## src/shared/ahcf_pkg.sv

```systemverilog
// shared constants and types for the converter host command and flag logic
package ahcf_pkg;
   localparam int AHCF_DATA_W = 18;
   localparam int AHCF_RES_W  = 13;
   localparam int AHCF_CH_W   = 7;
   localparam int AHCF_ADDR_W = 6;

   // avalon register offsets (byte addresses)
   localparam logic [4:0] OFS_COMMAND = 5'h00;
   localparam logic [4:0] OFS_ACC_IN  = 5'h04;
   localparam logic [4:0] OFS_ACC_OUT = 5'h08;
   localparam logic [4:0] OFS_FLAGS   = 5'h0C;
   localparam logic [4:0] OFS_CHANNEL = 5'h10;
   localparam logic [4:0] OFS_TRAP    = 5'h14;

   // command codes written to OFS_COMMAND
   localparam logic [2:0] CMD_CLEAR_FLAGS = 3'h1;
   localparam logic [2:0] CMD_CONVERT     = 3'h2;
   localparam logic [2:0] CMD_READ_RESULT = 3'h3;
   localparam logic [2:0] CMD_READ_STATUS = 3'h4;
   localparam logic [2:0] CMD_FLAG_SKIP   = 3'h5;

   // status register fields
   localparam int STAT_EXT_SYNC_BIT = 8;
   localparam int STAT_ADD_MEM_BIT  = 9;
   localparam int STAT_SEQ_BIT      = 10;

   // flag bit positions
   localparam int FLG_DONE = 0;
   localparam int FLG_PRIO = 1;
   localparam int FLG_DCH  = 2;
   localparam int FLG_MEM  = 3;
   localparam int FLG_WC   = 4;

   localparam logic [AHCF_DATA_W-1:0] STATUS_RST  = 18'h00000;
   localparam logic [AHCF_CH_W-1:0]   CHANNEL_RST = 7'h00;
   localparam logic [AHCF_ADDR_W-1:0] TRAP_RST    = 6'h00;

   // conversion timing
   localparam int CONV_TIME_NS  = 1000;
   localparam int CLK_PERIOD_NS = 4;
   localparam int CONV_CYCLES   = (CONV_TIME_NS + CLK_PERIOD_NS - 1) / CLK_PERIOD_NS;
   localparam int SETTLE_CYCLES = 4;

   typedef struct packed {
      logic [4:0]  address;
      logic        read;
      logic        write;
      logic [31:0] writedata;
   } ahcf_av_req_t;

   typedef struct packed {
      logic [31:0] readdata;
      logic        waitrequest;
   } ahcf_av_rsp_t;

   typedef enum logic [1:0] {
      CV_IDLE   = 2'b00,
      CV_SETTLE = 2'b01,
      CV_RUN    = 2'b10
   } ahcf_conv_st_t;
endpackage

```

## src/core/ahcf_top.sv

```systemverilog
// host command, flag, buffer and priority request logic of the converter
//
// The Avalon-MM slave port and the register offsets are this design's own decisions.
`timescale 1ns/100ps
module ahcf_top
   import ahcf_pkg::*;
#(
   parameter int CONV_CYC = ahcf_pkg::CONV_CYCLES
) (
   // clock and reset
   input  wire logic                    CORE_CLK,
   input  wire logic                    RESET_N,
   // avalon-mm slave
   input  wire ahcf_pkg::ahcf_av_req_t  AV_REQ,
   output      ahcf_pkg::ahcf_av_rsp_t  AV_RSP,
   // converter side
   input  wire logic [12:0]             CONV_RESULT,
   output      logic                    CONV_START,
   output      logic [6:0]              CHANNEL_SELECT,
   output      logic                    ADD_MEM_MODE,
   // io bus signals from the host, asynchronous
   input  wire logic                    IO_SYNC,
   input  wire logic                    CONVERT_PULSE,
   input  wire logic                    PRIO_CHAIN_IN,
   input  wire logic                    PRIO_GRANT,
   input  wire logic                    TRAP_ADDR_GATE,
   input  wire logic                    DCH_EVENT,
   input  wire logic                    MEM_EVENT,
   input  wire logic                    WC_EVENT,
   // io bus signals toward the host
   output      logic                    PRIO_REQUEST_DRV,
   output      logic                    PRIO_CHAIN_OUT,
   output      logic [5:0]              TRAP_ADDR,
   output      logic                    SKIP_REQ,
   output      logic                    DONE_PULSE
);
   import ahcf_pkg::*;

   initial begin
      if (CONV_CYC < 1 || CONV_CYC > 65535) $error("CONV_CYC out of range");
   end

   // three-stage synchronisers for host-side inputs
   localparam int NSYNC = 8;
   logic [NSYNC-1:0] pin_raw;
   logic [NSYNC-1:0] s1_r, s2_r, s3_r, pin_r;
   assign pin_raw = {WC_EVENT, MEM_EVENT, DCH_EVENT, TRAP_ADDR_GATE,
                     PRIO_GRANT, PRIO_CHAIN_IN, CONVERT_PULSE, IO_SYNC};
   genvar gi;
   generate
      for (gi = 0; gi < NSYNC; gi++) begin : g_sync
         always_ff @(posedge CORE_CLK) begin
            if (!RESET_N) begin
               s1_r[gi]  <= 1'b0;
               s2_r[gi]  <= 1'b0;
               s3_r[gi]  <= 1'b0;
               pin_r[gi] <= 1'b0;
            end else begin
               s1_r[gi] <= pin_raw[gi];
               s2_r[gi] <= s1_r[gi];
               s3_r[gi] <= s2_r[gi];
               // change accepted only once stages two and three agree
               if (s2_r[gi] == s3_r[gi]) begin
                  pin_r[gi] <= s3_r[gi];
               end
            end
         end
      end
   endgenerate

   logic pin_prev_r [NSYNC];
   logic sync_rise, convert_pulse_rise, dch_rise, mem_rise, wc_rise;
   always_ff @(posedge CORE_CLK) begin
      for (int i = 0; i < NSYNC; i++) begin
         pin_prev_r[i] <= RESET_N ? pin_r[i] : 1'b0;
      end
   end
   assign sync_rise = pin_r[0] & ~pin_prev_r[0];
   assign convert_pulse_rise = pin_r[1] & ~pin_prev_r[1];
   assign dch_rise  = pin_r[5] & ~pin_prev_r[5];
   assign mem_rise  = pin_r[6] & ~pin_prev_r[6];
   assign wc_rise   = pin_r[7] & ~pin_prev_r[7];

   // avalon decode: one wait state, answer on the second edge
   logic        ack_r;
   logic [31:0] rdata_r;
   logic        acc_wr, cmd_wr;
   logic [2:0]  cmd;
   logic [17:0] acc_in_r;
   logic [17:0] acc_out_r;
   logic [17:0] status_r;
   logic [12:0] result_buffer_r;
   logic [6:0]  channel_r;
   logic [5:0]  trap_r;
   logic [4:0]  flags_r;
   logic        skip_r;
   logic        done_evt;
   logic        req_active;

   assign req_active = (AV_REQ.read | AV_REQ.write) & ~ack_r;
   assign cmd_wr     = AV_REQ.write & ack_r & (AV_REQ.address == OFS_COMMAND);
   assign acc_wr     = AV_REQ.write & ack_r & (AV_REQ.address == OFS_ACC_IN);
   assign cmd        = AV_REQ.writedata[2:0];

   always_ff @(posedge CORE_CLK) begin
      if (!RESET_N) begin
         ack_r <= 1'b0;
      end else begin
         ack_r <= req_active;
      end
   end

   // waitrequest has its own flop so the port sees no gate after it
   logic wait_r;
   always_ff @(posedge CORE_CLK) begin
      if (!RESET_N) begin
         wait_r <= 1'b1;
      end else begin
         wait_r <= ~req_active;
      end
   end

   always_ff @(posedge CORE_CLK) begin
      if (!RESET_N) begin
         rdata_r <= 32'h00000000;
      end else if (AV_REQ.read & ~ack_r) begin
         unique case (AV_REQ.address)
            OFS_ACC_IN:  rdata_r <= {14'h0000, acc_in_r};
            OFS_ACC_OUT: rdata_r <= {14'h0000, acc_out_r};
            OFS_FLAGS:   rdata_r <= {26'h0000000, skip_r, flags_r};
            OFS_CHANNEL: rdata_r <= {25'h0000000, channel_r};
            OFS_TRAP:    rdata_r <= {26'h0000000, trap_r};
            default:     rdata_r <= 32'h00000000;
         endcase
      end
   end

   logic trap_wr, chan_wr;
   assign trap_wr = AV_REQ.write & ack_r & (AV_REQ.address == OFS_TRAP);
   assign chan_wr = AV_REQ.write & ack_r & (AV_REQ.address == OFS_CHANNEL);

   always_ff @(posedge CORE_CLK) begin
      if (!RESET_N) begin
         acc_in_r <= STATUS_RST;
      end else if (acc_wr) begin
         acc_in_r <= AV_REQ.writedata[17:0];
      end
   end

   always_ff @(posedge CORE_CLK) begin
      if (!RESET_N) begin
         trap_r <= TRAP_RST;
      end else if (trap_wr) begin
         trap_r <= AV_REQ.writedata[5:0];
      end
   end

   // status register and sync source
   logic ext_sync;
   assign ext_sync = status_r[STAT_EXT_SYNC_BIT];
   always_ff @(posedge CORE_CLK) begin
      if (!RESET_N) begin
         status_r <= STATUS_RST;
      end else if (cmd_wr && cmd == CMD_CONVERT) begin
         status_r <= acc_in_r;
      end
   end

   // accumulator return path
   always_ff @(posedge CORE_CLK) begin
      if (!RESET_N) begin
         acc_out_r <= STATUS_RST;
      end else if (cmd_wr && cmd == CMD_READ_RESULT) begin
         acc_out_r <= {5'h00, result_buffer_r};
      end else if (cmd_wr && cmd == CMD_READ_STATUS) begin
         acc_out_r <= status_r;
      end
   end

   // conversion sequencer
   ahcf_conv_st_t cv_r;
   logic [15:0]   cv_cnt_r;
   logic          start_req;
   assign start_req = (cmd_wr && cmd == CMD_CONVERT) || (convert_pulse_rise && !ext_sync);
   always_ff @(posedge CORE_CLK) begin
      if (!RESET_N) begin
         cv_r       <= CV_IDLE;
         cv_cnt_r   <= 16'h0000;
         CONV_START <= 1'b0;
         DONE_PULSE <= 1'b0;
      end else begin
         CONV_START <= 1'b0;
         DONE_PULSE <= 1'b0;
         unique case (cv_r)
            CV_IDLE: begin
               if (start_req) begin
                  cv_r     <= CV_SETTLE;
                  cv_cnt_r <= 16'(SETTLE_CYCLES - 1);
               end
            end
            CV_SETTLE: begin
               // let status and channel settle before sampling
               if (cv_cnt_r == 16'h0000) begin
                  cv_r       <= CV_RUN;
                  cv_cnt_r   <= 16'(CONV_CYC - 1);
                  CONV_START <= 1'b1;
               end else begin
                  cv_cnt_r <= cv_cnt_r - 16'h0001;
               end
            end
            CV_RUN: begin
               if (cv_cnt_r == 16'h0000) begin
                  cv_r       <= CV_IDLE;
                  DONE_PULSE <= 1'b1;
               end else begin
                  cv_cnt_r <= cv_cnt_r - 16'h0001;
               end
            end
            default: cv_r <= CV_IDLE;
         endcase
      end
   end
   assign done_evt = DONE_PULSE;

   // result buffer loads on done only
   always_ff @(posedge CORE_CLK) begin
      if (!RESET_N) begin
         result_buffer_r <= 13'h0000;
      end else if (done_evt) begin
         result_buffer_r <= CONV_RESULT;
      end
   end

   // channel address counter
   always_ff @(posedge CORE_CLK) begin
      if (!RESET_N) begin
         channel_r <= CHANNEL_RST;
      end else if (chan_wr) begin
         channel_r <= AV_REQ.writedata[6:0];
      end else if (done_evt && status_r[STAT_SEQ_BIT]) begin
         channel_r <= channel_r + 7'h01;
      end
   end

   // flags: a set in the clearing cycle wins
   logic [4:0] flag_set, flag_clr;
   always_comb begin
      flag_set           = 5'h00;
      flag_set[FLG_DONE] = done_evt;
      flag_set[FLG_PRIO] = done_evt;
      flag_set[FLG_DCH]  = dch_rise;
      flag_set[FLG_MEM]  = mem_rise;
      flag_set[FLG_WC]   = wc_rise;
      flag_clr           = 5'h00;
      if (cmd_wr && cmd == CMD_CLEAR_FLAGS) begin
         flag_clr = 5'h1F;
      end
      if (cmd_wr && (cmd == CMD_CONVERT || cmd == CMD_READ_RESULT)) begin
         flag_clr[FLG_DONE] = 1'b1;
      end
      if (pin_r[3] && PRIO_CHAIN_OUT == 1'b0 && PRIO_REQUEST_DRV) begin
         flag_clr[FLG_PRIO] = 1'b1;
      end
   end
   always_ff @(posedge CORE_CLK) begin
      if (!RESET_N) begin
         flags_r <= 5'h00;
      end else begin
         flags_r <= (flags_r & ~flag_clr) | flag_set;
      end
   end

   always_ff @(posedge CORE_CLK) begin
      if (!RESET_N) begin
         skip_r <= 1'b0;
      end else if (cmd_wr && cmd == CMD_FLAG_SKIP) begin
         skip_r <= |flags_r;
      end
   end

   always_ff @(posedge CORE_CLK) begin
      if (!RESET_N) begin
         SKIP_REQ <= 1'b0;
      end else begin
         SKIP_REQ <= cmd_wr && cmd == CMD_FLAG_SKIP && (|flags_r);
      end
   end

   // priority request, chain and trap address
   always_ff @(posedge CORE_CLK) begin
      if (!RESET_N) begin
         PRIO_REQUEST_DRV <= 1'b0;
      end else if (sync_rise) begin
         PRIO_REQUEST_DRV <= flags_r[FLG_PRIO];
      end
   end

   // chain passes the synchronised chain input, blocked from one cycle after the request rises, like any registered output
   always_ff @(posedge CORE_CLK) begin
      if (!RESET_N) begin
         PRIO_CHAIN_OUT <= 1'b0;
      end else begin
         PRIO_CHAIN_OUT <= pin_r[2] & ~PRIO_REQUEST_DRV;
      end
   end

   always_ff @(posedge CORE_CLK) begin
      if (!RESET_N) begin
         TRAP_ADDR <= 6'h00;
      end else begin
         TRAP_ADDR <= (pin_r[4] && PRIO_REQUEST_DRV) ? trap_r : 6'h00;
      end
   end

   always_ff @(posedge CORE_CLK) begin
      if (!RESET_N) begin
         CHANNEL_SELECT <= CHANNEL_RST;
         ADD_MEM_MODE   <= 1'b0;
      end else begin
         CHANNEL_SELECT <= channel_r;
         ADD_MEM_MODE   <= status_r[STAT_ADD_MEM_BIT];
      end
   end

   assign AV_RSP.readdata    = rdata_r;
   assign AV_RSP.waitrequest = wait_r;
endmodule

```

## config.mk

```make
export PLATFORM = sky130hd
export DESIGN_NAME = ahcf_top
export DESIGN_NICKNAME = d
export VERILOG_FILES = /design/src/shared/ahcf_pkg.sv /design/src/core/ahcf_top.sv
export SDC_FILE = /design/constraint.sdc
export NUM_CORES = 1
export LEC_CHECK = 0
export ABC_AREA = 1
export BUFFER_PORTS_ARGS = -buffer_cell sky130_fd_sc_hd__clkbuf_2
export CAP_MARGIN = 20
export CELL_PAD_IN_SITES_DETAIL_PLACEMENT = 0
export CELL_PAD_IN_SITES_GLOBAL_PLACEMENT = 2
export CORE_MARGIN = 1
export CORE_UTILIZATION = 34
export DETAILED_ROUTE_END_ITERATION = 12
export PLACE_DENSITY_LB_ADDON = 0.1
export SLEW_MARGIN = 15
export SYNTH_ARGS = -nofsm -noshare
export SYNTH_HDL_FRONTEND = slang
export SYNTH_SLANG_ARGS = --single-unit
```

## constraint.sdc

```tcl
create_clock -name CORE_CLK -period 2.6 [get_ports CORE_CLK]
set_input_delay 0.13 -clock CORE_CLK [delete_from_list [all_inputs] [get_ports CORE_CLK]]
set_output_delay 0.13 -clock CORE_CLK [all_outputs]
set_load 0.05 [all_outputs]
```

# [Word level (Yosys, flattened, before mapping)]
# Memory sizes are Yosys's and may differ from the RTL's.
# Cells that the tools add are included.
[word_totals] reg_bits=189 ramBits=8 input_bits=62 out_inout_bits=52 elab_cells=161 n_memories=1
[memory_table] memory="pin_prev_r" words=8 width=1 read_ports=5 rd_clocked_by_memory_dff=0 wr=8 line="ahcf_top.sv:71" text="logic pin_prev_r [NSYNC];"
[op_classes] add_sub_neg=2 eq_ne=24 muxes=25 bitwise=27 n_reduce_logical=28
[op_table] op="one-hot mux 18 bit (5 select lines)" count=1
[op_table] op="2-to-1 mux 16 bit" count=3
[op_table] op="one-hot mux 16 bit (3 select lines)" count=1
[op_table] op="2-to-1 mux 13 bit" count=2
[op_table] op="logical NOT 16 bit" count=1
[op_table] op="subtractor 16 x 1 -> 16 bit (second input constant)" count=1
[op_table] op="2-to-1 mux 7 bit" count=2
[op_table] op="AND 1 bit" count=13
[op_table] op="logical AND 1 bit" count=12
[op_table] op="2-to-1 mux 1 bit" count=11
[op_table] op="equality test 5 x 4 -> 1 bit (second input constant)" count=2
[op_table] op="equality test 5 bit (second input constant)" count=2
[op_table] op="NOT 1 bit" count=10
[op_table] op="equality test 1 bit" count=8
[op_table] op="!= test 2 bit (second input constant)" count=4
[op_table] op="adder 7 x 1 -> 7 bit (second input constant)" count=1
[op_table] op="equality test 3 x 2 -> 1 bit (second input constant)" count=2
[op_table] op="equality test 3 bit (second input constant)" count=2
[op_table] op="2-to-1 mux 2 bit" count=3
[op_table] op="one-hot mux 2 bit (3 select lines)" count=1
[op_table] op="AND reduction 2 bit" count=3
[op_table] op="AND reduction 3 bit" count=2
[op_table] op="AND 5 bit" count=1
[op_table] op="equality test 5 x 3 -> 1 bit (second input constant)" count=1
[op_table] op="15 further kinds" count=17

# [Logic depth before layout (Yosys ltp)]
[depth] word_depth=8 ltp_mapped=11 ltp_nobuf=11

# [Worst setup path before layout]
# Ideal clock, no wire load.
[synth_path] kind="flip-flop to flip-flop" startpoint="register cv_cnt_r[0]" endpoint="register cv_cnt_r[12]" setup_time_ps=116 t_arrival_ps=1400 path_slack_ps=1084 path_stages_with_launch=11 synth_period_minus_slack_ps=1516 cell_sequence="dfxtp_1 > inv_1 > ha_1 > nand2_1 > nor2_1 > nand3_2 > nand2_2 > nor2_8 > buf_6 > a21oi_1 > nor2_1"
[synth_between] elab_chain_cells=3 word_cells_on_any_way=7 cone_classes="add/sub (1); eq/ne (1); mux (3); reduce/logical (2)"
[synth_lines] item="start, declared" line="ahcf_top.sv:182" text="logic [15:0] cv_cnt_r;"
[synth_lines] item="start signal, assigned" line="ahcf_top.sv:198" text="cv_cnt_r <= 16'(SETTLE_CYCLES - 1);"
[synth_lines] item="start signal, assigned" line="ahcf_top.sv:205" text="cv_cnt_r <= 16'(CONV_CYC - 1);"
[synth_lines] item="start signal, assigned" line="ahcf_top.sv:208" text="cv_cnt_r <= cv_cnt_r - 16'h0001;"
[synth_lines] item="subtractor 16 x 1 -> 16 bit / logical NOT 16 bit (equally long branches)"
[synth_lines] item="2-to-1 mux 16 bit (tied with other cells)" line="ahcf_top.sv:212" text="if (cv_cnt_r == 16'h0000) begin"
[synth_lines] item="one-hot mux 16 bit (3 select lines) / AND reduction 3 bit (equally long branches)"
# Parallel ways exist; a longest one is shown, timed or not. The select of a mux whose other input is x is not followed.
# A chain may end at the register's enable or synchronous reset.

# [Worst setup path in the final report]
[layout_path] startpoint="register ack_r" endpoint="register cv_cnt_r[0]"
[layout_between] elab_chain_cells=6
[layout_lines] item="start, declared" line="ahcf_top.sv:85" text="logic ack_r;"
[layout_lines] item="start signal, assigned" line="ahcf_top.sv:109" text="ack_r <= req_active;"
[layout_lines] item="AND 1 bit (2 in series)" line="ahcf_top.sv:101" text="assign cmd_wr = AV_REQ.write & ack_r & (AV_REQ.address == OFS_COMMAND);"
[layout_lines] item="logical AND 1 bit" line="ahcf_top.sv:184" text="assign start_req = (cmd_wr && cmd == CMD_CONVERT) || (convert_pulse_rise && !ext_sync);"
[layout_lines] item="logical OR 1 bit" line="ahcf_top.sv:184"
[layout_lines] item="!= test 2 bit (no line)"
[layout_lines] item="AND reduction 3 bit (no line)"
# No other way between the ends.

==> flow_summary.json <==
{
  "vias": 6375,
  "worst_slack_ns": 0.691,
  "critical-path-max-stage-delay_ns": 0.42,
  "die_w_um": 149,
  "intPower_mw": 4.43,
  "hold_class": "input pin to flop",
  "whs_ns": 0.0202,
  "path_cells": "nand3_2 -> nor2_4 -> nand2_2 -> nand2_4 -> nand3_1 -> nor3_1 -> nor2_1",
  "p_switching_mw": 1.98,
  "p_sw_frac": 0.308,
  "drtIter0Drc": 283,
  "drt_wl_total_um": 19800,
  "port_buffers": 85,
  "r2r_end": "cv_cnt_r[0]",
  "cts_setup_buffers": 0,
  "synth-main-ff-cell": "dfxtp_1",
  "cts_tree": "built",
  "cts_root_buffer": "clkbuf_16",
  "diodes": 0,
  "cts_buffers": 17,
  "grt_antenna_before_repair": 0,
  "crit_buf_inv": 0,
  "track_usage": 0.189,
  "seq_power_share": 0.448,
  "area_growth_pct": 21.8,
  "tightest_slew_ns": 0.726,
  "netlist_area_um2": 7330,
  "layout_min_cycle_time_ns": 1.91,
  "synth-seq-area-share": 0.491,
  "pre_cts_slack_ns": 0.678,
  "pwr-share-comb": 0.150,
  "rsz0062_at_grt": "false",
  "critPathArrivalTime_ns": 2.23,
  "finClkSkew_ns": 0.0119,
  "startpoint_type": "flop",
  "cts_sinks": 180,
  "required_ns": 2.92,
  "clk_pin_slew_ns": 0.07,
  "hold_viol_final": 0,
  "cpMaxStageDelayCell": "nand3_1",
  "placed_area_um2": 8000,
  "grt-ovfl-total": 0,
  "pwr-share-clk": 0.402,
  "synth_warnings": 0,
  "chipHeight_um": 149,
  "cts.htree.levels": 4,
  "drc": 0,
  "grt_pass1_vias": 6049,
  "fillerInstances": 2288,
  "start_util": 0.348,
  "place.gp.congestion": 0.754,
  "cp_top_family": "simple AND/OR/NAND/NOR gates",
  "clk_latency_ns": 0.44,
  "total_power_mw": 6.41,
  "status": "finished clean",
  "leakage_nw": 4.18,
  "drv_slew": 0,
  "fin_setup_tns_ns": 0,
  "synth.avg_cell_area_um2": 7.35,
  "drtPass1Iterations": 5,
  "worst-path-max-fanout": 12,
  "setup_viol": 0,
  "synth_enable_flop_cells": 0,
  "final_common_cell": "nand2_1",
  "slew_headroom": 0.515,
  "grt_max_degree": 41,
  "grt_pass1_wl_um": 32300,
  "wl_per_cell_um": 14.2,
  "r2r_setup_slack_ns": 0.69,
  "hold_depth": 3,
  "synth_cell_types": 35,
  "final_area_um2": 8930,
  "cts_resized": 0,
  "vias_per_cell": 4.55,
  "finalCritPeriodShare": 0.734,
  "synth_cells": 998,
  "detail-route-antenna-nets": 0,
  "hpwl_um": 13700,
  "hold_path_startpoint": "AV_REQ[5]",
  "num_rows": 53,
  "ys_ff_latch": 180,
  "end_kind": "flop",
  "clock_path_buffers": 2,
  "max_cap_viol_count": 0,
  "ff2ff_path_depth": 7,
  "die_area_um2": 22200,
  "core_um2": 21100,
  "min_to": "acc_in_r[5]",
  "ir_drop_v": 0.000419,
  "io_pins": 114,
  "max_freq_mhz": 524,
  "synthArstFlopShare": 0,
  "pwr_density_cell_nw_per_um2": 718,
  "drive_above_1_share": 0.133,
  "final_cell_mix": "224 x nand2_1, 180 x dfxtp_1, 139 x nor2_1, 119 x inv_1, 91 x o21ai_0",
  "crit_type": "flop to flop",
  "nets": 1181,
  "rr_startpoint": "ack_r"
}
routing by layer:
layer,track usage,share of wire,wire length [µm]
met1,0.274,0.53,10500
met2,0.290,0.42,8390
met3,0.0315,0.038,749
met4,0.0490,0.0082,163
met5,0,0,0
kinds of logic after synthesis:
logic type               count (synthesis)  share of synthesized area
AO/OA/AOI/OAI                          196                      0.147
XOR/XNOR                                 5                    0.00597
adder cells (fa/ha/maj)                  7                     0.0119
buffers and inverters                  176                     0.0998
flip-flops                             180                      0.491
other                                    1                   0.000511
AND/OR/NAND/NOR                        433                      0.243
cells in the mapped netlist (3+ instances only):
master      n  area share
nand2_1   224        0.11
dfxtp_1   180        0.49
nor2_1    139       0.071
inv_1     119       0.061
o21ai_0    91       0.062
a21oi_1    68       0.046
nand3_1    39       0.027
clkbuf_1   33       0.017
o211ai_1   17       0.017
buf_4      16       0.016
nand4_1     8      0.0068
ha_1        7       0.012
a22o_1      6      0.0072
nor3_1      6      0.0041
a211oi_1    5      0.0051
o21bai_1    5      0.0051
nor2_2      4      0.0034
buf_2       3      0.0020
inv_2       3      0.0015
nand2_2     3      0.0026
nand3b_1    3      0.0031
xor2_1      3      0.0036
worst min-delay path: stages:
cell and delay (ns):
clkbuf_2 0.13, nor2_1 0.06, nor2_1 0.09
layout make-up:
| cell class | instances | area (µm²) | area share |
|---|---|---|---|
| Clock inverter | 15 | 159 | 0.0178 |
| Timing Repair Buffer | 135 | 891 | 0.0997 |
| Sequential cell | 180 | 3600 | 0.403 |
| Multi-Input combinational cell | 655 | 3050 | 0.341 |
| Tap cell | 275 | 344 | 0.0385 |
| Inverter | 123 | 462 | 0.0517 |
| Clock buffer | 17 | 425 | 0.0476 |
state kept, by name, summed over array words and instances, names as in the netlist, 2 cells and up:
name             flops
flags_r              5
acc_in_r            18
cv_r                 2
cv_cnt_r            16
s2_r                 8
result_buffer_r     13
pin_prev_r           5
CHANNEL_SELECT       7
acc_out_r           18
TRAP_ADDR            6
trap_r               6
channel_r            7
status_r            18
pin_r                8
rdata_r             18
s1_r                 8
s3_r                 8
worst max path at each step:
stage	from	endpoint	slack (ns)	cells after the start
2_1_floorplan	cv_cnt_r[0]	cv_cnt_r[12]	1.08	10
3_3_place_gp	ack_r	cv_cnt_r[0]	0.67	7
3_5_place_dp	ack_r	cv_cnt_r[0]	0.68	7
4_1_cts	ack_r	cv_cnt_r[0]	0.66	7
5_1_grt	ack_r	cv_cnt_r[12]	0.43	7
6_report	ack_r	cv_cnt_r[0]	0.69	7
stage by stage:
stage,util,std cells
6_report,0.424,1400
5_1_grt,0.424,1400
4_1_cts,0.424,1400
3_5_place_dp,0.379,1333
3_3_place_gp,0.379,1333
2_1_floorplan,-,1011
power by group through the flow:
stage               combinational (mW)  clock, mW  sequential, mW
floorplan                        0.706          0            2.93
finish                           0.964       2.58            2.87
CTS                              0.973       2.65            2.87
global placement                 0.937          0            2.94
detailed placement               0.926          0            2.94
global route                      1.11       2.74            2.88
what timing repair did:
item                                    4_1_cts  5_1_grt
endpoints found under the setup margin        0        0
endpoints found under the hold margin        36        0
hold buffers                                 35        0
No activity file was read; power rests on OpenSTA's default activity.
